--- config.mk ---
export PLATFORM = sky130hd
export DESIGN_NAME = spi_eeprom_dev_flat
export DESIGN_NICKNAME = d
export VERILOG_FILES = /design/src/verilog/spi_eeprom_pkg.sv /design/src/verilog/spi_eeprom_if.sv /design/src/verilog/spi_eeprom_dev.sv /design/src/flat_wrapper.sv
export VERILOG_INCLUDE_DIRS = /design/src /design/src/verilog
export SDC_FILE = /design/constraint.sdc
export NUM_CORES = 1
export LEC_CHECK = 0
export ABC_CLOCK_PERIOD_IN_PS = 4300
export BUFFER_PORTS_ARGS = -buffer_cell sky130_fd_sc_hd__buf_2
export CORE_MARGIN = 2
export CORE_UTILIZATION = 45
export DETAILED_ROUTE_END_ITERATION = 7
export PLACE_DENSITY_LB_ADDON = 0.15
export SYNTH_ARGS = -nofsm -noshare
export SYNTH_HDL_FRONTEND = slang
export SYNTH_SLANG_ARGS = --single-unit
--- constraint.sdc ---
create_clock -name mclk_i -period 4.3 [get_ports mclk_i]
set_clock_uncertainty 0.15 [all_clocks]
set_input_delay 0.645 -clock mclk_i [delete_from_list [all_inputs] [get_ports mclk_i]]
set_output_delay 0.645 -clock mclk_i [all_outputs]
set_load 0.05 [all_outputs]
--- src/verilog/spi_eeprom_defs.svh ---
// Shared constants for the serial memory link and both of its ends
`ifndef SPI_EEPROM_DEFS_SVH
`define SPI_EEPROM_DEFS_SVH

// ----------------------------------------------------------------
// Frame shape
// ----------------------------------------------------------------
`define BYTE_BITS 8
`define BIT_CNT_W 3
`define BIT_LAST 3'h7
`define BIT_FIRST 3'h0

// ----------------------------------------------------------------
// Timing
// ----------------------------------------------------------------
`define MCLK_PERIOD_NS 20
`define SCK_PERIOD_NS 320
`define SCK_HALF_CYC (`SCK_PERIOD_NS / (2 * `MCLK_PERIOD_NS))
`define DIV_W 4

// ----------------------------------------------------------------
// Reset values
// ----------------------------------------------------------------
`define PROTECT_RESET 1'b0
// Select and clock start low so a low select through reset shows no edge
`define PIN_SYNC_RESET 5'h18

`endif

--- src/verilog/spi_eeprom_pkg.sv ---
// Types shared by the two ends of the serial memory link
package spi_eeprom_pkg;

    // ----------------------------------------------------------------
    // Device end states
    // ----------------------------------------------------------------
    typedef enum logic [1:0] {
        DEV_IDLE,
        DEV_ACTIVE,
        DEV_HOLD
    } dev_state_e;

    // ----------------------------------------------------------------
    // Master end states
    // ----------------------------------------------------------------
    typedef enum logic [1:0] {
        M_IDLE,
        M_LOW,
        M_HIGH,
        M_END
    } mst_state_e;

endpackage

--- src/verilog/spi_eeprom_if.sv ---
// Link pins between the bus master and the memory front end
`timescale 1ns/100ps
interface spi_eeprom_if;
    logic sck;
    logic cs_n;
    logic mosi;
    logic miso;
    logic miso_oe;
    logic hold_n;
    logic wp_n;
    logic miso_line;

    // Undriven data line sits at the pull-up level
    assign miso_line = miso_oe ? miso : 1'b1;

    modport dev (
        input sck,
        input cs_n,
        input mosi,
        input hold_n,
        input wp_n,
        output miso,
        output miso_oe
    );

    modport master (
        output sck,
        output cs_n,
        output mosi,
        output hold_n,
        output wp_n,
        input miso_line
    );
endinterface

--- src/verilog/spi_eeprom_dev.sv ---
// Memory-side front end of the serial link
`timescale 1ns/100ps
`include "spi_eeprom_defs.svh"

module spi_eeprom_dev (
    input wire logic mclk_i,
    input wire logic resetn_i,
    spi_eeprom_if.dev link,
    input wire logic [7:0] tx_data_i,
    input wire logic tx_en_i,
    input wire logic status_wr_i,
    input wire logic [1:0] status_bp_i,
    input wire logic write_busy_i,
    output logic [7:0] rx_byte_o,
    output logic rx_valid_o,
    output logic rx_first_o,
    output logic tx_load_o,
    output logic selected_o,
    output logic hold_o,
    output logic standby_o,
    output logic iface_reset_o,
    output logic protect_level_hi_o,
    output logic protect_level_lo_o
);

    // ----------------------------------------------------------------
    // Pin synchronisers: {wp_n, hold_n, mosi, cs_n, sck}
    // ----------------------------------------------------------------
    logic [4:0] pin_s1_reg;
    logic [4:0] pin_s2_reg;
    logic [4:0] pin_d_reg;

    always_ff @(posedge mclk_i or negedge resetn_i) begin
        if (!resetn_i) begin
            pin_s1_reg <= `PIN_SYNC_RESET;
            pin_s2_reg <= `PIN_SYNC_RESET;
            pin_d_reg <= `PIN_SYNC_RESET;
        end else begin
            pin_s1_reg <= {link.wp_n, link.hold_n, link.mosi, link.cs_n, link.sck};
            pin_s2_reg <= pin_s1_reg;
            pin_d_reg <= pin_s2_reg;
        end
    end

    wire sck_lvl = pin_s2_reg[0];
    wire cs_n_lvl = pin_s2_reg[1];
    wire mosi_lvl = pin_s2_reg[2];
    wire hold_n_lvl = pin_s2_reg[3];
    wire wp_n_lvl = pin_s2_reg[4];
    wire sck_rise = sck_lvl & ~pin_d_reg[0];
    wire sck_fall = ~sck_lvl & pin_d_reg[0];
    wire cs_fall = ~cs_n_lvl & pin_d_reg[1];
    // Hold taken only with the clock low so no edge is lost or invented
    wire hold_enter = ~hold_n_lvl & ~sck_lvl;
    wire hold_leave = hold_n_lvl & ~sck_lvl;

    // ----------------------------------------------------------------
    // State and shift registers
    // ----------------------------------------------------------------
    spi_eeprom_pkg::dev_state_e state_reg;
    spi_eeprom_pkg::dev_state_e state_next;
    logic [`BIT_CNT_W-1:0] bit_cnt_reg;
    logic [`BIT_CNT_W-1:0] bit_cnt_next;
    logic [7:0] rx_sh_reg;
    logic [7:0] rx_sh_next;
    logic [7:0] tx_sh_reg;
    logic [7:0] tx_sh_next;
    logic any_byte_reg;
    logic any_byte_next;
    logic out_on_reg;
    logic out_on_next;
    logic miso_reg;
    logic miso_next;
    logic miso_oe_reg;
    logic rx_valid_next;
    logic tx_load_next;
    logic iface_reset_next;
    logic protect_hi_reg;
    logic protect_lo_reg;

    always_comb begin
        state_next = state_reg;
        bit_cnt_next = bit_cnt_reg;
        rx_sh_next = rx_sh_reg;
        tx_sh_next = tx_sh_reg;
        any_byte_next = any_byte_reg;
        out_on_next = out_on_reg;
        miso_next = miso_reg;
        rx_valid_next = 1'b0;
        tx_load_next = 1'b0;
        iface_reset_next = 1'b0;
        case (state_reg)
            spi_eeprom_pkg::DEV_IDLE: begin
                // Only a seen falling select starts a command
                bit_cnt_next = `BIT_FIRST;
                any_byte_next = 1'b0;
                out_on_next = 1'b0;
                if (cs_fall) begin
                    state_next = spi_eeprom_pkg::DEV_ACTIVE;
                end
            end
            spi_eeprom_pkg::DEV_ACTIVE: begin
                if (cs_n_lvl) begin
                    state_next = spi_eeprom_pkg::DEV_IDLE;
                    out_on_next = 1'b0;
                end else if (hold_enter) begin
                    state_next = spi_eeprom_pkg::DEV_HOLD;
                end else if (sck_rise) begin
                    rx_sh_next = {rx_sh_reg[6:0], mosi_lvl};
                    bit_cnt_next = bit_cnt_reg + 3'h1;
                    if (bit_cnt_reg == `BIT_LAST) begin
                        rx_valid_next = 1'b1;
                        any_byte_next = 1'b1;
                    end
                end else if (sck_fall) begin
                    if (bit_cnt_reg == `BIT_FIRST && any_byte_reg && tx_en_i) begin
                        miso_next = tx_data_i[7];
                        tx_sh_next = {tx_data_i[6:0], 1'b0};
                        out_on_next = 1'b1;
                        tx_load_next = 1'b1;
                    end else if (bit_cnt_reg == `BIT_FIRST && !tx_en_i) begin
                        out_on_next = 1'b0;
                    end else if (out_on_reg) begin
                        miso_next = tx_sh_reg[7];
                        tx_sh_next = {tx_sh_reg[6:0], 1'b0};
                    end
                end
            end
            spi_eeprom_pkg::DEV_HOLD: begin
                // Clock and data ignored; counters frozen
                if (cs_n_lvl) begin
                    state_next = spi_eeprom_pkg::DEV_IDLE;
                    out_on_next = 1'b0;
                    iface_reset_next = 1'b1;
                end else if (hold_leave) begin
                    state_next = spi_eeprom_pkg::DEV_ACTIVE;
                end
            end
            default: begin
                state_next = spi_eeprom_pkg::DEV_IDLE;
            end
        endcase
    end

    // Output only driven while selected, not held, and sending
    wire oe_next = (state_next == spi_eeprom_pkg::DEV_ACTIVE) & out_on_next;
    // Protect level is frozen while the protect pin is low
    wire protect_wr = status_wr_i & wp_n_lvl;

    always_ff @(posedge mclk_i or negedge resetn_i) begin
        if (!resetn_i) begin
            state_reg <= spi_eeprom_pkg::DEV_IDLE;
            bit_cnt_reg <= `BIT_FIRST;
            rx_sh_reg <= 8'h00;
            tx_sh_reg <= 8'h00;
            any_byte_reg <= 1'b0;
            out_on_reg <= 1'b0;
            miso_reg <= 1'b0;
            miso_oe_reg <= 1'b0;
        end else begin
            state_reg <= state_next;
            bit_cnt_reg <= bit_cnt_next;
            rx_sh_reg <= rx_sh_next;
            tx_sh_reg <= tx_sh_next;
            any_byte_reg <= any_byte_next;
            out_on_reg <= out_on_next;
            miso_reg <= miso_next;
            miso_oe_reg <= oe_next;
        end
    end

    // ----------------------------------------------------------------
    // User side outputs
    // ----------------------------------------------------------------
    always_ff @(posedge mclk_i or negedge resetn_i) begin
        if (!resetn_i) begin
            rx_byte_o <= 8'h00;
            rx_valid_o <= 1'b0;
            rx_first_o <= 1'b0;
            tx_load_o <= 1'b0;
            selected_o <= 1'b0;
            hold_o <= 1'b0;
            standby_o <= 1'b1;
            iface_reset_o <= 1'b0;
        end else begin
            rx_byte_o <= rx_valid_next ? rx_sh_next : rx_byte_o;
            rx_valid_o <= rx_valid_next;
            rx_first_o <= rx_valid_next ? ~any_byte_reg : rx_first_o;
            tx_load_o <= tx_load_next;
            selected_o <= state_next != spi_eeprom_pkg::DEV_IDLE;
            hold_o <= state_next == spi_eeprom_pkg::DEV_HOLD;
            standby_o <= (state_next == spi_eeprom_pkg::DEV_IDLE) & ~write_busy_i;
            iface_reset_o <= iface_reset_next;
        end
    end

    always_ff @(posedge mclk_i or negedge resetn_i) begin
        if (!resetn_i) begin
            protect_hi_reg <= `PROTECT_RESET;
            protect_lo_reg <= `PROTECT_RESET;
        end else if (protect_wr) begin
            protect_hi_reg <= status_bp_i[1];
            protect_lo_reg <= status_bp_i[0];
        end
    end

    assign protect_level_hi_o = protect_hi_reg;
    assign protect_level_lo_o = protect_lo_reg;
    assign link.miso = miso_reg;
    assign link.miso_oe = miso_oe_reg;

endmodule // spi_eeprom_dev

--- src/flat_wrapper.sv ---
// flat-port wrapper written by rule: the top's interface ports become plain ports
module spi_eeprom_dev_flat 
  (mclk_i, resetn_i, tx_data_i, tx_en_i, status_wr_i, status_bp_i, write_busy_i, rx_byte_o, rx_valid_o, rx_first_o, tx_load_o, selected_o, hold_o, standby_o, iface_reset_o, protect_level_hi_o, protect_level_lo_o, link_sck, link_cs_n, link_mosi, link_hold_n, link_wp_n, link_miso, link_miso_oe);
  spi_eeprom_if link_i ();
  input wire logic mclk_i;
  input wire logic resetn_i;
  input wire logic [7:0] tx_data_i;
  input wire logic tx_en_i;
  input wire logic status_wr_i;
  input wire logic [1:0] status_bp_i;
  input wire logic write_busy_i;
  output logic [7:0] rx_byte_o;
  output logic rx_valid_o;
  output logic rx_first_o;
  output logic tx_load_o;
  output logic selected_o;
  output logic hold_o;
  output logic standby_o;
  output logic iface_reset_o;
  output logic protect_level_hi_o;
  output logic protect_level_lo_o;
  input wire logic [$bits(link_i.sck)-1:0] link_sck;
  input wire logic [$bits(link_i.cs_n)-1:0] link_cs_n;
  input wire logic [$bits(link_i.mosi)-1:0] link_mosi;
  input wire logic [$bits(link_i.hold_n)-1:0] link_hold_n;
  input wire logic [$bits(link_i.wp_n)-1:0] link_wp_n;
  output wire logic [$bits(link_i.miso)-1:0] link_miso;
  output wire logic [$bits(link_i.miso_oe)-1:0] link_miso_oe;
  assign link_i.sck = link_sck;
  assign link_i.cs_n = link_cs_n;
  assign link_i.mosi = link_mosi;
  assign link_i.hold_n = link_hold_n;
  assign link_i.wp_n = link_wp_n;
  assign link_miso = link_i.miso;
  assign link_miso_oe = link_i.miso_oe;
  spi_eeprom_dev u_core (.mclk_i(mclk_i), .resetn_i(resetn_i), .link(link_i), .tx_data_i(tx_data_i), .tx_en_i(tx_en_i), .status_wr_i(status_wr_i), .status_bp_i(status_bp_i), .write_busy_i(write_busy_i), .rx_byte_o(rx_byte_o), .rx_valid_o(rx_valid_o), .rx_first_o(rx_first_o), .tx_load_o(tx_load_o), .selected_o(selected_o), .hold_o(hold_o), .standby_o(standby_o), .iface_reset_o(iface_reset_o), .protect_level_hi_o(protect_level_hi_o), .protect_level_lo_o(protect_level_lo_o));
endmodule
# Yosys cells after proc, flatten, opt, wreduce, memory -nomap -nowiden
# Cells that the tools add are included.
totals:
  regBits: 54
  input_bits: 20
  output_inout_bits: 19
  elab_cells: 107
op_classes:
  n_addsub: 1
  eq_ne: 10
  muxes: 46
  n_bitwise: 16
  n_reduce_logical: 13
op_table:
  columns: ["cell", "count"]
  rows:
  - ["8-bit two-way mux", 7]
  - ["1-bit two-way mux", 27]
  - ["2-bit two-way mux", 5]
  - ["3-bit two-way mux", 3]
  - ["1-bit bitwise AND", 8]
  - ["1-bit NOT", 8]
  - ["7-bit AND reduction", 1]
  - ["2-bit by 1-bit != test with 1-bit output, second input constant", 3]
  - ["2-bit case mux with 3 select lines", 1]
  - ["3-bit case mux with 2 select lines", 1]
  - ["2-bit nonzero test", 3]
  - ["5-bit AND reduction", 1]
  - ["2-bit by 1-bit equality test with 1-bit output, second input constant", 2]
  - ["2-bit equality test, second input constant", 2]
  - ["2-bit logical NOT", 2]
  - ["2-bit != test, second input constant", 2]
  - ["4-bit AND reduction", 1]
  - ["3-bit by 1-bit adder with 3-bit output, second input constant", 1]
  - ["3-bit equality test, second input constant", 1]
  - ["1-bit logical AND", 3]
  - ["3-bit logical NOT", 1]
  - ["1-bit case mux with 3 select lines", 1]
  - ["1-bit case mux with 2 select lines", 1]
  - ["1-bit logical NOT", 1]

# Logic depth before layout (Yosys ltp)
# Gate-level depths: netlist (run 1).
depth:
  ltp_word: 10
  depth_mapped: 7
  mapped_depth_nobuf: 6

# Least setup slack after synthesis (run 1)
# Ideal clock, no wire load.
synth_timing:
  path_type: "input to register"
  from: "input port tx_en_i"
  to: "register u_core.miso_oe_reg (netlist: u_core.link.miso_oe)"
  setup_ns: 0.139
  arrival_ns: 1.624
  required_ns: 4.011
  slack_ns: 2.387
  stages: 4
  n_path_buf: 0
  path_cell_list: "or3b_2 a211o_1 a31oi_1 a211oi_1"
synth_between:
  elab_chain_cells: 10
  word_cells_on_any_way: 11
  cone_classes: "mux: 7; bitwise: 1; reduce/logical: 3"
synth_rtl:
  columns: ["item", "line", "text"]
  rows:
  - ["start, declared", "flat_wrapper.sv:8", "input wire logic tx_en_i;"]
  - ["1-bit logical NOT", "spi_eeprom_dev.sv:121", "end else if (bit_cnt_reg == `BIT_FIRST && !tx_en_i) begin"]
  - ["1-bit logical AND", "spi_eeprom_dev.sv:121", null]
  - ["1-bit two-way mux", "spi_eeprom_dev.sv:121", null]
  - ["1-bit two-way mux (*)", "spi_eeprom_dev.sv:116", "if (bit_cnt_reg == `BIT_FIRST && any_byte_reg && tx_en_i) begin"]
  - ["1-bit two-way mux (*)", "spi_eeprom_dev.sv:115", "end else if (sck_fall) begin"]
  - ["1-bit two-way mux (*)", "spi_eeprom_dev.sv:108", "end else if (sck_rise) begin"]
  - ["1-bit two-way mux (*)", "spi_eeprom_dev.sv:106", "end else if (hold_enter) begin"]
  - ["1-bit two-way mux (*)", "spi_eeprom_dev.sv:103", "if (cs_n_lvl) begin"]
  - ["1-bit case mux with 3 select lines (*)", "spi_eeprom_dev.sv:92", "case (state_reg)"]
  - ["1-bit bitwise AND (*)", "spi_eeprom_dev.sv:146", "wire oe_next = (state_next == spi_eeprom_pkg::DEV_ACTIVE) & out_on_next;"]
  - ["net u_core.oe_next", "spi_eeprom_dev.sv:146", null]
  - ["end signal, assigned", "spi_eeprom_dev.sv:168", "miso_oe_reg <= oe_next;"]
  - ["end, declared", "spi_eeprom_dev.sv:74", "logic miso_oe_reg;"]
# The timed path passes the listed nets; every way through them passes the cells marked *.
# A chain may end at the register's enable or synchronous reset.

# Worst setup path after layout (run 1)
layout_timing:
  from: "register u_core.bit_cnt_reg[0]"
  to: "register u_core.tx_sh_reg[4]"
layout_between:
  elab_chain_cells: 5
  word_cells_on_any_way: 8
  cone_classes: "eq/ne: 1; mux: 1; reduce/logical: 6"
layout_rtl:
  columns: ["item", "line", "text"]
  rows:
  - ["start, declared", "spi_eeprom_dev.sv:62", "logic [`BIT_CNT_W-1:0] bit_cnt_reg;"]
  - ["start signal, assigned", "spi_eeprom_dev.sv:153", "bit_cnt_reg <= `BIT_FIRST;"]
  - ["start signal, assigned", "spi_eeprom_dev.sv:162", "bit_cnt_reg <= bit_cnt_next;"]
  - ["3-bit logical NOT (no source line) (*)", null, null]
  - ["1-bit logical AND (2 in a row)", "spi_eeprom_dev.sv:116", null]
  - ["2-bit by 1-bit != test with 1-bit output (no source line) / 2-bit nonzero test (equally long branches)", null, null]
  - ["7-bit AND reduction (no source line)", null, null]
  - ["end signal, assigned", "spi_eeprom_dev.sv:164", "tx_sh_reg <= tx_sh_next;"]
  - ["end, declared", "spi_eeprom_dev.sv:66", "logic [7:0] tx_sh_reg;"]
# Every way passes the cells marked *; elsewhere a longest branch is shown, timed or not.

==> impl_summary.log, run 1 <==
[metrics] hold bufs inserted after CTS: 0
[metrics] critical path required time: 4.28 ns
[metrics] later-pin clock latency in the skew report: 0.30 ns
[metrics] Core ar.: 4410 µm²
[metrics] placed cell count: 238
[metrics] leakage power of the design: 1.28 nW
[metrics] warnings from Yosys: 0
[metrics] initial cell density of the core: 47.5%
[metrics] Final Non-Filler Cells: 245
[metrics] via count normalized by instance count: 5.01
[metrics] total power: 0.000886 W
[metrics] worst r2r dst: u_core.tx_sh_reg[4]
[metrics] placed standard-cell area: 2330 µm²
[metrics] Worst Path Class, Setup: reg2reg
[metrics] Synth Instances: 153
[metrics] critical path capture point type: register
[metrics] final setup TNS: 0 ns
[metrics] Hold Crit Class: reg2reg
[metrics] post-synthesis net count: 176
[metrics] number of antenna violations at the first check in global routing: 0
[metrics] Die W: 72.2 µm
[metrics] worst IR drop on VDD: 0.183 mV
[metrics] post-synthesis adder-cell area fraction: 1.79%
[metrics] Reg2Reg Launch Point: u_core.bit_cnt_reg[0]
[metrics] proportion of synthesized area in mux cells: 14.9%
[metrics] synth unique cells: 35
[metrics] highest clock frequency the design can meet: 0.457 GHz
[metrics] Max Slew Vio Count: 0
[metrics] endpoint arrival time on the critical path: 2.17 ns
[metrics] fraction of the yosys area taken by sequential cells: 63.6%
[metrics] worst max-slew margin expressed relative to the limit: 24.9%
[metrics] global-route wire length before repair: 5720 µm
[metrics] Post-CTS Setup Inserts: 0
[metrics] post-layout instance area: 2420 µm²
[metrics] period utilisation layout: 50.9%
[metrics] Gates resized, CTS repair: 0
[metrics] register clock-pin slew on the reported worst setup and hold paths: 0.08 ns
[metrics] post-synthesis async set-or-reset flop share: 100%
[metrics] highest cell delay on the worst timing path: 0.79 ns
[metrics] layout overhead on the synthesized area: 15.3%
[metrics] power density relative to cell area: 367 nW/µm²
[metrics] cell depth of the worst hold path: 0
[metrics] highest net fanout along the worst path: 16
[metrics] start point of the worst min-delay path: u_core.pin_s1_reg[2]
[metrics] global-route total usage across every layer: 14.2%
[metrics] setup repair after global routing missed its margin: false
[metrics] maximum root-to-sink buffer count: 2
[metrics] pin count of the biggest net entering global routing: 54
[metrics] run status: finished clean
[metrics] number of I/O pins: 39
[metrics] transition at the pin with the smallest max-transition slack: 1.13 ns
[metrics] post-DR wirelength/cell: 13.1 µm
[metrics] clock period minus worst slack: 2.19 ns
[metrics] leading register cell type out of synthesis: sky130_fd_sc_hd__dfrtp_1
[metrics] count of routing violations after the opening detailed-route iteration: 51
[metrics] depth of the CTS H-tree: 2
[metrics] last weighted congestion value of the routability-driven placer: 0.805
[metrics] GR Overflow Total: 0
[metrics] Synth top area share: 57.3%
[metrics] total wirelength of the detailed-routed design: 3200 µm
[metrics] Post-Syn Area: 2100 µm²
[metrics] Inserted Clock Buffers: 5
[metrics] DRT Pass-1 Iters: 4
[metrics] dominant combinational cell family by area after synthesis: multiplexers
[metrics] number of sinks handled by clock tree synthesis: 53
[metrics] cell taking the most area after synthesis: sky130_fd_sc_hd__dfrtp_1
[metrics] Mapped Avg Cell Area: 13.7 µm²
[metrics] critical path launch point type: register
[metrics] root buffer cell: sky130_fd_sc_hd__clkbuf_8
[metrics] share of synthesized cell area in and, or, nand and nor gates: 10.1%
[metrics] number of global-route vias before repair: 1283
[metrics] Seq cells post-synth: 53
[metrics] R2R Setup Slk: 2.11 ns
[metrics] number of synthesized flops with an enable pin: 0
[metrics] net total in the final layout: 216
[metrics] cells traversed along the worst timing path: inv_1 -> ha_1 -> and3b_1 -> o2111ai_1 -> o21ai_0
[metrics] cell types with the highest counts after synthesis: sky130_fd_sc_hd__dfrtp_1 (48), sky130_fd_sc_hd__nand2_1 (12), sky130_fd_sc_hd__o21ai_0 (12), sky130_fd_sc_hd__mux2_2 (10)
[metrics] IO Port Bufs: 38
[metrics] # setup viols final: 0
[metrics] residual antenna-violating net count after detailed routing: 0
[metrics] HPWL Detailed: 2260 µm
[metrics] chip height: 72.2 µm
[metrics] TritonCTS clock tree: done
[metrics] Synth Area in Compound Gates: 7.28%
[metrics] most numerous cell in the Yosys netlist: sky130_fd_sc_hd__dfrtp_1
[metrics] Die Outline Area: 5220 µm²
[metrics] hold endpoint: u_core.pin_s2_reg[2]
[metrics] row count: 24
[metrics] standard cell with the maximum stage delay on the critical path: sky130_fd_sc_hd__o2111ai_1
[metrics] final-report hold violation count: 0
[metrics] minimum hold slack: 0.205 ns
[metrics] via count: 1227
[metrics] n_diodes: 0
[metrics] total DRC errors in the routed layout: 0
[metrics] xor-xnor portion of the synthesized cell area: 0%
[metrics] cell depth of the worst flop-to-flop path: 5
[metrics] share of post-route cells with drive strength above 1: 38.9%
[metrics] max-capacitance violation count: 0
[metrics] largest cells by area after synthesis: sky130_fd_sc_hd__dfrtp_1 (57%), sky130_fd_sc_hd__dfstp_2 (6.3%), sky130_fd_sc_hd__mux2_4 (5.7%)
## stage by stage
stage	worst slack (ns)	util, %
global route	1.94	54.7
floorplan	2.39	-
finish	2.11	54.7
CTS	2.09	54.7
global placement	2.15	52.8
detailed placement	2.08	52.8
## report_power, final
group          internal, W  switching [W]
clock network     0.000128       0.000145
registers         0.000522      0.0000136
logic            0.0000301      0.0000483
## cells in the final DEF (no fill, tap or decap), drive strengths merged
cell / netlist / layout
or2: 1 / 1
ha: 3 / 3
a21oi: 1 / 1
buf: 2 / 38
nor4: 1 / 1
nand4b: 1 / 1
nor3: 1 / 1
a211o: 1 / 1
o21ai: 12 / 12
nor2: 6 / 6
clkbuf: 3 / 7
mux2: 18 / 18
a21o: 2 / 2
a211oi: 2 / 2
and2b: 1 / 1
dfrtp: 48 / 48
nand2: 13 / 13
inv: 7 / 7
a32o: 2 / 2
o31ai: 1 / 1
mux2i: 8 / 8
nand3b: 1 / 1
dfstp: 5 / 5
nand2b: 3 / 3
nand3: 1 / 1
or3b: 2 / 2
and3b: 2 / 2
a31oi: 2 / 2
o2111ai: 1 / 1
nor3b: 2 / 2
## layer usage
metal	GRT usage (%)	share of wire, %
met5	0	0
met4	6.29	2.0
met3	4.72	7.0
met2	21.7	45
met1	18.4	46
## area by class of cell
| type | count | area (µm²) |
|---|---|---|
| well taps | 52 | 65.1 |
| flip-flops and latches | 53 | 1330 |
| multi-input cells | 88 | 716 |
| repair buffers | 38 | 190 |
| inverters | 7 | 26.3 |
| fillers | 385 | 2000 |
| clock buffers | 7 | 86.3 |
## critical path: cells and delay by family (launching register included)
family                   cells  cell delay (ns)
AO/OA/AOI/OAI                2             1.04
AND/OR/NAND/NOR              1             0.17
flip-flops                   1             0.39
adder cells (fa/ha/maj)      1             0.22
buffers and inverters        1             0.05
## worst max-delay path by stage
| stage | slack, ns | cells past startpoint | end | start |
|---|---|---|---|---|
| global placement | 2.15 | 5 | u_core.link.miso_oe | tx_en_i |
| floorplan | 2.39 | 4 | u_core.link.miso_oe | tx_en_i |
| detailed placement | 2.08 | 4 | u_core.tx_sh_reg[4] | tx_en_i |
| global route | 1.94 | 6 | u_core.link.miso_oe | u_core.bit_cnt_reg[0] |
| CTS | 2.09 | 5 | u_core.tx_sh_reg[4] | u_core.bit_cnt_reg[0] |
| finish | 2.11 | 5 | u_core.tx_sh_reg[4] | u_core.bit_cnt_reg[0] |
## cells by family (layout without fill, tap and decap cells)
logic type,count (synthesis),in the layout
buffers and inverters,12,52
AND/OR/NAND/NOR,35,35
adder cells (fa/ha/maj),3,3
AO/OA/AOI/OAI,24,24
flip-flops,53,53
multiplexers,26,26
Power figures use the tool's default switching activity.
==> inputs of run 2 (changes only) <==
- ABC_CLOCK_PERIOD_IN_PS: 4300 -> 1800
- clock period: 4.3 -> 1.8 ns (I/O delays scaled with it)
==> run 2 against run 1 <==
Net effect:
- non-clock buffer count up 25
- global-route usage rose by 1.0 points
- power rose to 2.6 times the previous value
- sequential share of layout area decreased by 6.6 points
- routed wire length grew 17%
- combinational power rose to 3.1 times the previous value
- critical path type unchanged
==> impl_summary.log, run 2 (same netlist as run 1, synthesis figures left out) <==
[metrics] footprint of the flip-flops and latches: 1330 µm²
[metrics] fillers: 353
[metrics] via count normalized by instance count: 4.97
[metrics] uppermost signal routing layer after detailed routing: met4
[metrics] via count: 1351
[metrics] number of global-route vias before repair: 1340
[metrics] critical path capture point type: register
[metrics] amount of wire on met2 after detailed routing: 1820 µm
[metrics] end point of the critical path: u_core.rx_byte_o[2]
[metrics] net total in the final layout: 242
[metrics] Hold Crit Class: in2reg
[metrics] later-pin clock latency in the skew report: 0.30 ns
[metrics] # setup viols final: 0
[metrics] Crit. Startpoint: u_core.bit_cnt_reg[0]
[metrics] cell depth of the worst flop-to-flop path: 7
[metrics] period utilisation layout: 96.2%
[metrics] last weighted congestion value of the routability-driven placer: 0.741
[metrics] residual antenna-violating net count after detailed routing: 0
[metrics] clock period minus worst slack: 1.73 ns
[metrics] number of antenna violations at the first check in global routing: 0
[metrics] worst IR drop on VDD: 0.474 mV
[metrics] n_diodes: 0
[metrics] critical path launch point type: register
[metrics] chip height: 72.2 µm
[metrics] global-route total usage across every layer: 15.2%
[metrics] DRT Pass-1 Iters: 4
[metrics] layout overhead on the synthesized area: 31.0%
[metrics] number of I/O pins: 39
[metrics] depth of the CTS H-tree: 2
[metrics] initial cell density of the core: 47.5%
[metrics] count of routing violations after the opening detailed-route iteration: 47
[metrics] global-route wire length before repair: 6100 µm
[metrics] area occupied by multi-input gates: 776 µm²
[metrics] total wirelength of the detailed-routed design: 3740 µm
[metrics] final-report hold violation count: 0
[metrics] share of post-route cells with drive strength above 1: 45.9%
[metrics] Die W: 72.2 µm
[metrics] highest net fanout along the worst path: 4
[metrics] leakage power of the design: 1.42 nW
[metrics] Max Slew Vio Count: 0
[metrics] max-capacitance violation count: 0
[metrics] Layout Utilization: 62.2%
[metrics] setup repair after global routing missed its margin: true
[metrics] final setup TNS: 0 ns
[metrics] critical path required time: 1.84 ns
[metrics] commonest cells after routing, fill and taps aside: sky130_fd_sc_hd__dfrtp_1 (48), sky130_fd_sc_hd__buf_2 (38), sky130_fd_sc_hd__buf_4 (16), sky130_fd_sc_hd__o21ai_0 (12), sky130_fd_sc_hd__nand2_1 (12)
[metrics] GR Overflow Total: 0
[metrics] met3 WL: 177 µm
[metrics] total DRC errors in the routed layout: 0
[metrics] row count: 24
[metrics] IO Port Bufs: 38
[metrics] highest clock frequency the design can meet: 0.578 GHz
[metrics] root buffer cell: sky130_fd_sc_hd__clkbuf_8
[metrics] run status: finished clean
[metrics] number of sinks handled by clock tree synthesis: 53
[metrics] post-DR wirelength/cell: 13.7 µm
[metrics] Inserted Clock Buffers: 5
[metrics] Reg2Reg Launch Point: u_core.bit_cnt_reg[0]
[metrics] R2R Setup Slk: 0.07 ns
[metrics] Worst Setup Slack post-DPL: -0.0436 ns
[metrics] transition at the pin with the smallest max-transition slack: 0.294 ns
[metrics] maximum root-to-sink buffer count: 2
[metrics] most common cell after layout, fill and taps aside: sky130_fd_sc_hd__dfrtp_1
[metrics] minimum hold slack: 0.0470 ns
[metrics] worst max-slew margin expressed relative to the limit: 80.4%
[metrics] pin count of the biggest net entering global routing: 54
[metrics] power density relative to cell area: 840 nW/µm²
[metrics] Worst Path Class, Setup: reg2reg
[metrics] register clock-pin slew on the reported worst setup and hold paths: 0.09 ns
[metrics] endpoint arrival time on the critical path: 1.77 ns
[metrics] worst r2r dst: u_core.rx_byte_o[2]
[metrics] Core ar.: 4410 µm²
[metrics] HPWL Detailed: 2490 µm
[metrics] TritonCTS clock tree: done
[metrics] M1 WL: 1670 µm
[metrics] final worst setup slack: 0.0687 ns
[metrics] Die Outline Area: 5220 µm²
[run 2: cell count changes in the layout (fill, tap and decap cells not counted), moves of 2 or more]
cell / change
sky130_fd_sc_hd__dlygate4sd3_1: +7
sky130_fd_sc_hd__ha_1: -3
sky130_fd_sc_hd__buf_4: +16
sky130_fd_sc_hd__buf_12: +2
sky130_fd_sc_hd__ha_4: +2
[run 2: cell type report]
type	count	share of cell area, %
Multi-Input combinational cell	88	28.3
Timing Repair Buffer	63	15.3
Clock inverter	2	1.41
Sequential cell	53	48.5
Timing Repair inverter	1	0.228
Inverter	7	1.23
Clock buffer	6	2.64
Tap cell	52	2.37
[run 2: worst min path at each step]
stage | startpoint | end | slack (ns) | cells past startpoint
after detailed placement | resetn_i | u_core.selected_o | 0.13 | 2
after floorplan | resetn_i | u_core.any_byte_reg | -0.18 | 0
after global placement | resetn_i | u_core.link.miso | 0.13 | 2
after CTS | status_bp_i[0] | u_core.protect_level_lo_o | 0.05 | 2
final | status_bp_i[1] | u_core.protect_level_hi_o | 0.05 | 2
after global routing | status_bp_i[1] | u_core.protect_level_hi_o | 0.04 | 2
[run 2: stage by stage]
stage	power (W)	instances	instance area, µm²
floorplan	0.00142	153	2100
global placement	0.00151	251	2450
detailed placement	0.00152	251	2450
CTS	0.00232	268	2660
global route	0.00242	272	2750
finish	0.00231	272	2750
[run 2: worst max-delay path, cell delays in order, from the launching register on]
cell and delay, ns:
sky130_fd_sc_hd__dfrtp_1 0.40, sky130_fd_sc_hd__buf_4 0.14, sky130_fd_sc_hd__buf_4 0.14, sky130_fd_sc_hd__ha_4 0.16
sky130_fd_sc_hd__ha_4 0.17, sky130_fd_sc_hd__nand3_4 0.11, sky130_fd_sc_hd__inv_4 0.07, sky130_fd_sc_hd__mux2_4 0.29
[run 2: repair_timing]
item / CTS / global route
cloned: 0 / 1
setup buffers: 2 / 3
endpoints found under the setup margin: 2 / 17
hold endpoints to repair: 54 / 0
hold buffers: 7 / 0
pin swaps: 2 / 3
resized for setup: 3 / 12
[run 2: per-layer routing]
metal | vias to the layer above | global-route usage (%)
li1 | 663 | -
met1 | 650 | 18.8
met2 | 32 | 25.8
met3 | 6 | 3.47
met4 | 0 | 6.29
met5 | - | 0
[run 2: where the power goes]
| part | switching, W | internal [W] | total, W |
|---|---|---|---|
| clock | 0.000371 | 0.000417 | 0.000788 |
| combinational | 0.000140 | 0.000107 | 0.000246 |
| sequential | 0.0000242 | 0.00125 | 0.00127 |
| total | 0.000534 | 0.00177 | 0.00231 |
==> inputs of run 3 (changes only) <==
- CTS_BUF_LIST: unset -> sky130_fd_sc_hd__clkbuf_16
==> run 3 against run 2 <==
Net effect:
- clock power is 33% higher
- critical path depth is 3 lower
- sequential power hardly changed
- worst setup slack better by 0.0084 ns
- global-route usage hardly changed
- highest routed layer unchanged
==> impl_summary.log, run 3 (same netlist as run 1, synthesis figures left out) <==
[metrics] net total in the final layout: 238
[metrics] internal power component: 0.00200 W
[metrics] power density relative to cell area: 937 nW/µm²
[metrics] global-route layer with the greatest usage: met2
[metrics] root buffer cell: sky130_fd_sc_hd__clkbuf_16
[metrics] global-route total usage across every layer: 15.2%
[metrics] Max Slew Vio Count: 0
[metrics] n_diodes: 0
[metrics] commonest cells after routing, fill and taps aside: sky130_fd_sc_hd__dfrtp_1 (48), sky130_fd_sc_hd__buf_2 (38), sky130_fd_sc_hd__buf_4 (13), sky130_fd_sc_hd__o21ai_0 (12), sky130_fd_sc_hd__nand2_1 (12)
[metrics] number of I/O pins: 39
[metrics] worst IR drop on VDD: 0.520 mV
[metrics] DRT Pass-1 Iters: 4
[metrics] power share of the sequential group: 49.7%
[metrics] final worst setup slack: 0.0771 ns
[metrics] highest clock frequency the design can meet: 0.580 GHz
[metrics] met2 Resource Use GR: 25.8%
[metrics] Inserted Clock Buffers: 5
[metrics] HPWL Detailed: 2490 µm
[metrics] clock period minus worst slack: 1.72 ns
[metrics] transition at the pin with the smallest max-transition slack: 0.294 ns
[metrics] Worst Path Class, Setup: reg2reg
[metrics] met3 usage: 3.47%
[metrics] share of post-route cells with drive strength above 1: 44.0%
[metrics] highest net fanout along the worst path: 9
[metrics] depth of the CTS H-tree: 2
[metrics] run status: finished clean
[metrics] count of routing violations after the opening detailed-route iteration: 34
[metrics] GR Overflow Total: 0
[metrics] switching power as a share of total power: 21.8%
[metrics] Die W: 72.2 µm
[metrics] row count: 24
[metrics] Final Non-Filler Cells: 268
[metrics] met1 Resource Use GR: 18.2%
[metrics] total wirelength of the detailed-routed design: 3550 µm
[metrics] placed cell count: 251
[metrics] leakage power of the design: 1.43 nW
[metrics] global-route wire length before repair: 6060 µm
[metrics] final setup TNS: 0 ns
[metrics] pin count of the biggest net entering global routing: 54
[metrics] post-DR wirelength/cell: 13.2 µm
[metrics] setup repair after global routing missed its margin: true
[metrics] critical path capture point type: register
[metrics] max-capacitance violation count: 0
[metrics] period utilisation layout: 95.7%
[metrics] TritonCTS clock tree: done
[metrics] later-pin clock latency in the skew report: 0.29 ns
[metrics] # setup viols final: 0
[metrics] most common cell after layout, fill and taps aside: sky130_fd_sc_hd__dfrtp_1
[metrics] total DRC errors in the routed layout: 0
[metrics] register clock-pin slew on the reported worst setup and hold paths: 0.07 ns
[metrics] last weighted congestion value of the routability-driven placer: 0.741
[metrics] via count normalized by instance count: 4.91
[metrics] critical path launch point type: register
[metrics] clock share of power: 41.0%
[metrics] residual antenna-violating net count after detailed routing: 0
[metrics] chip height: 72.2 µm
[metrics] R2R Setup Slk: 0.08 ns
[metrics] number of global-route vias before repair: 1350
[metrics] part of the power in combinational logic: 9.4%
[metrics] post-layout instance area: 2730 µm²
[metrics] maximum root-to-sink buffer count: 2
[metrics] Die Outline Area: 5220 µm²
[metrics] number of antenna violations at the first check in global routing: 0
[metrics] endpoint arrival time on the critical path: 1.74 ns
[metrics] final-report hold violation count: 0
[metrics] Core ar.: 4410 µm²
[metrics] Worst Setup Slack post-DPL: -0.0436 ns
[metrics] worst max-slew margin expressed relative to the limit: 80.4%
[metrics] IO Port Bufs: 38
[metrics] number of sinks handled by clock tree synthesis: 53
[metrics] switching power: 0.000557 W
[metrics] initial cell density of the core: 47.5%
[metrics] layout overhead on the synthesized area: 30.4%
[metrics] via count: 1315
[metrics] fillers: 350
[metrics] placed standard-cell area: 2450 µm²
[metrics] Hold Crit Class: in2reg
[metrics] critical path required time: 1.82 ns
run 3: cell types whose count changed in the layout (fill, tap and decap cells not counted), sizes merged:
cell    previous run  this run
buf               56        53
clkbuf             6         5
run 3: per-stage QoR:
step | util [%] | hold slack, ns | power (W)
4_1_cts | 61.0 | 0.0673 | 0.00259
3_5_place_dp | 55.6 | 0.133 | 0.00152
3_3_place_gp | 55.6 | 0.128 | 0.00151
5_1_grt | 61.9 | 0.0680 | 0.00267
2_1_floorplan | - | -0.176 | 0.00142
6_report | 61.9 | 0.0685 | 0.00256
run 3: metal layers:
metal	vias to the layer above	part of all wire, %
met2	30	49
met5	-	0
met4	0	1.5
met1	623	44
li1	658	-
met3	4	5.3
run 3: layout make-up:
type	instances	area [µm²]	share of cell area, %
clock buffer	5	125	4.58
clock inverter	3	42.5	1.56
multi-input combinational	88	742	27.1
inverter	7	28.8	1.05
timing repair buffer	60	398	14.6
sequential	53	1330	48.7
tap	52	65.1	2.38
run 3: worst max-delay path, stage by stage, from the launching register on:
cell                      delay (ns)
sky130_fd_sc_hd__dfrtp_1        0.40
sky130_fd_sc_hd__and2b_2        0.30
sky130_fd_sc_hd__nand2_4        0.13
sky130_fd_sc_hd__mux2_2         0.37
sky130_fd_sc_hd__mux2_4         0.26
run 3: final timing paths:
path | end | from | depth (start not counted)
max in group asynchronous | u_core.pin_s1_reg[3] | resetn_i | 3
hold reg to reg | u_core.pin_s2_reg[1] | u_core.pin_s1_reg[1] | 0
setup reg to reg | u_core.rx_byte_o[1] | u_core.pin_s2_reg[1] | 4
min in group asynchronous | u_core.bit_cnt_reg[1] | resetn_i | 3
setup / recovery | u_core.rx_byte_o[1] | u_core.pin_s2_reg[1] | 4
hold / removal | u_core.protect_level_hi_o | status_bp_i[1] | 2
run 3: timing repair:
action | CTS | global route
gates resized for setup | 1 | 6
cloned | 0 | 0
endpoints found under the hold margin | 54 | 0
endpoints found under the setup margin | 2 | 14
setup buffers | 0 | 2
hold buffers | 7 | 0
pin swaps | 2 | 3
run 3: power groups by stage:
stage	sequential, W	combinational, W	clock [W]
final	0.00127	0.000240	0.00105
after global routing	0.00128	0.000265	0.00113
after CTS	0.00127	0.000237	0.00108
after detailed placement	0.00129	0.000224	0
after global placement	0.00129	0.000216	0
after floorplan	0.00133	0.0000889	0
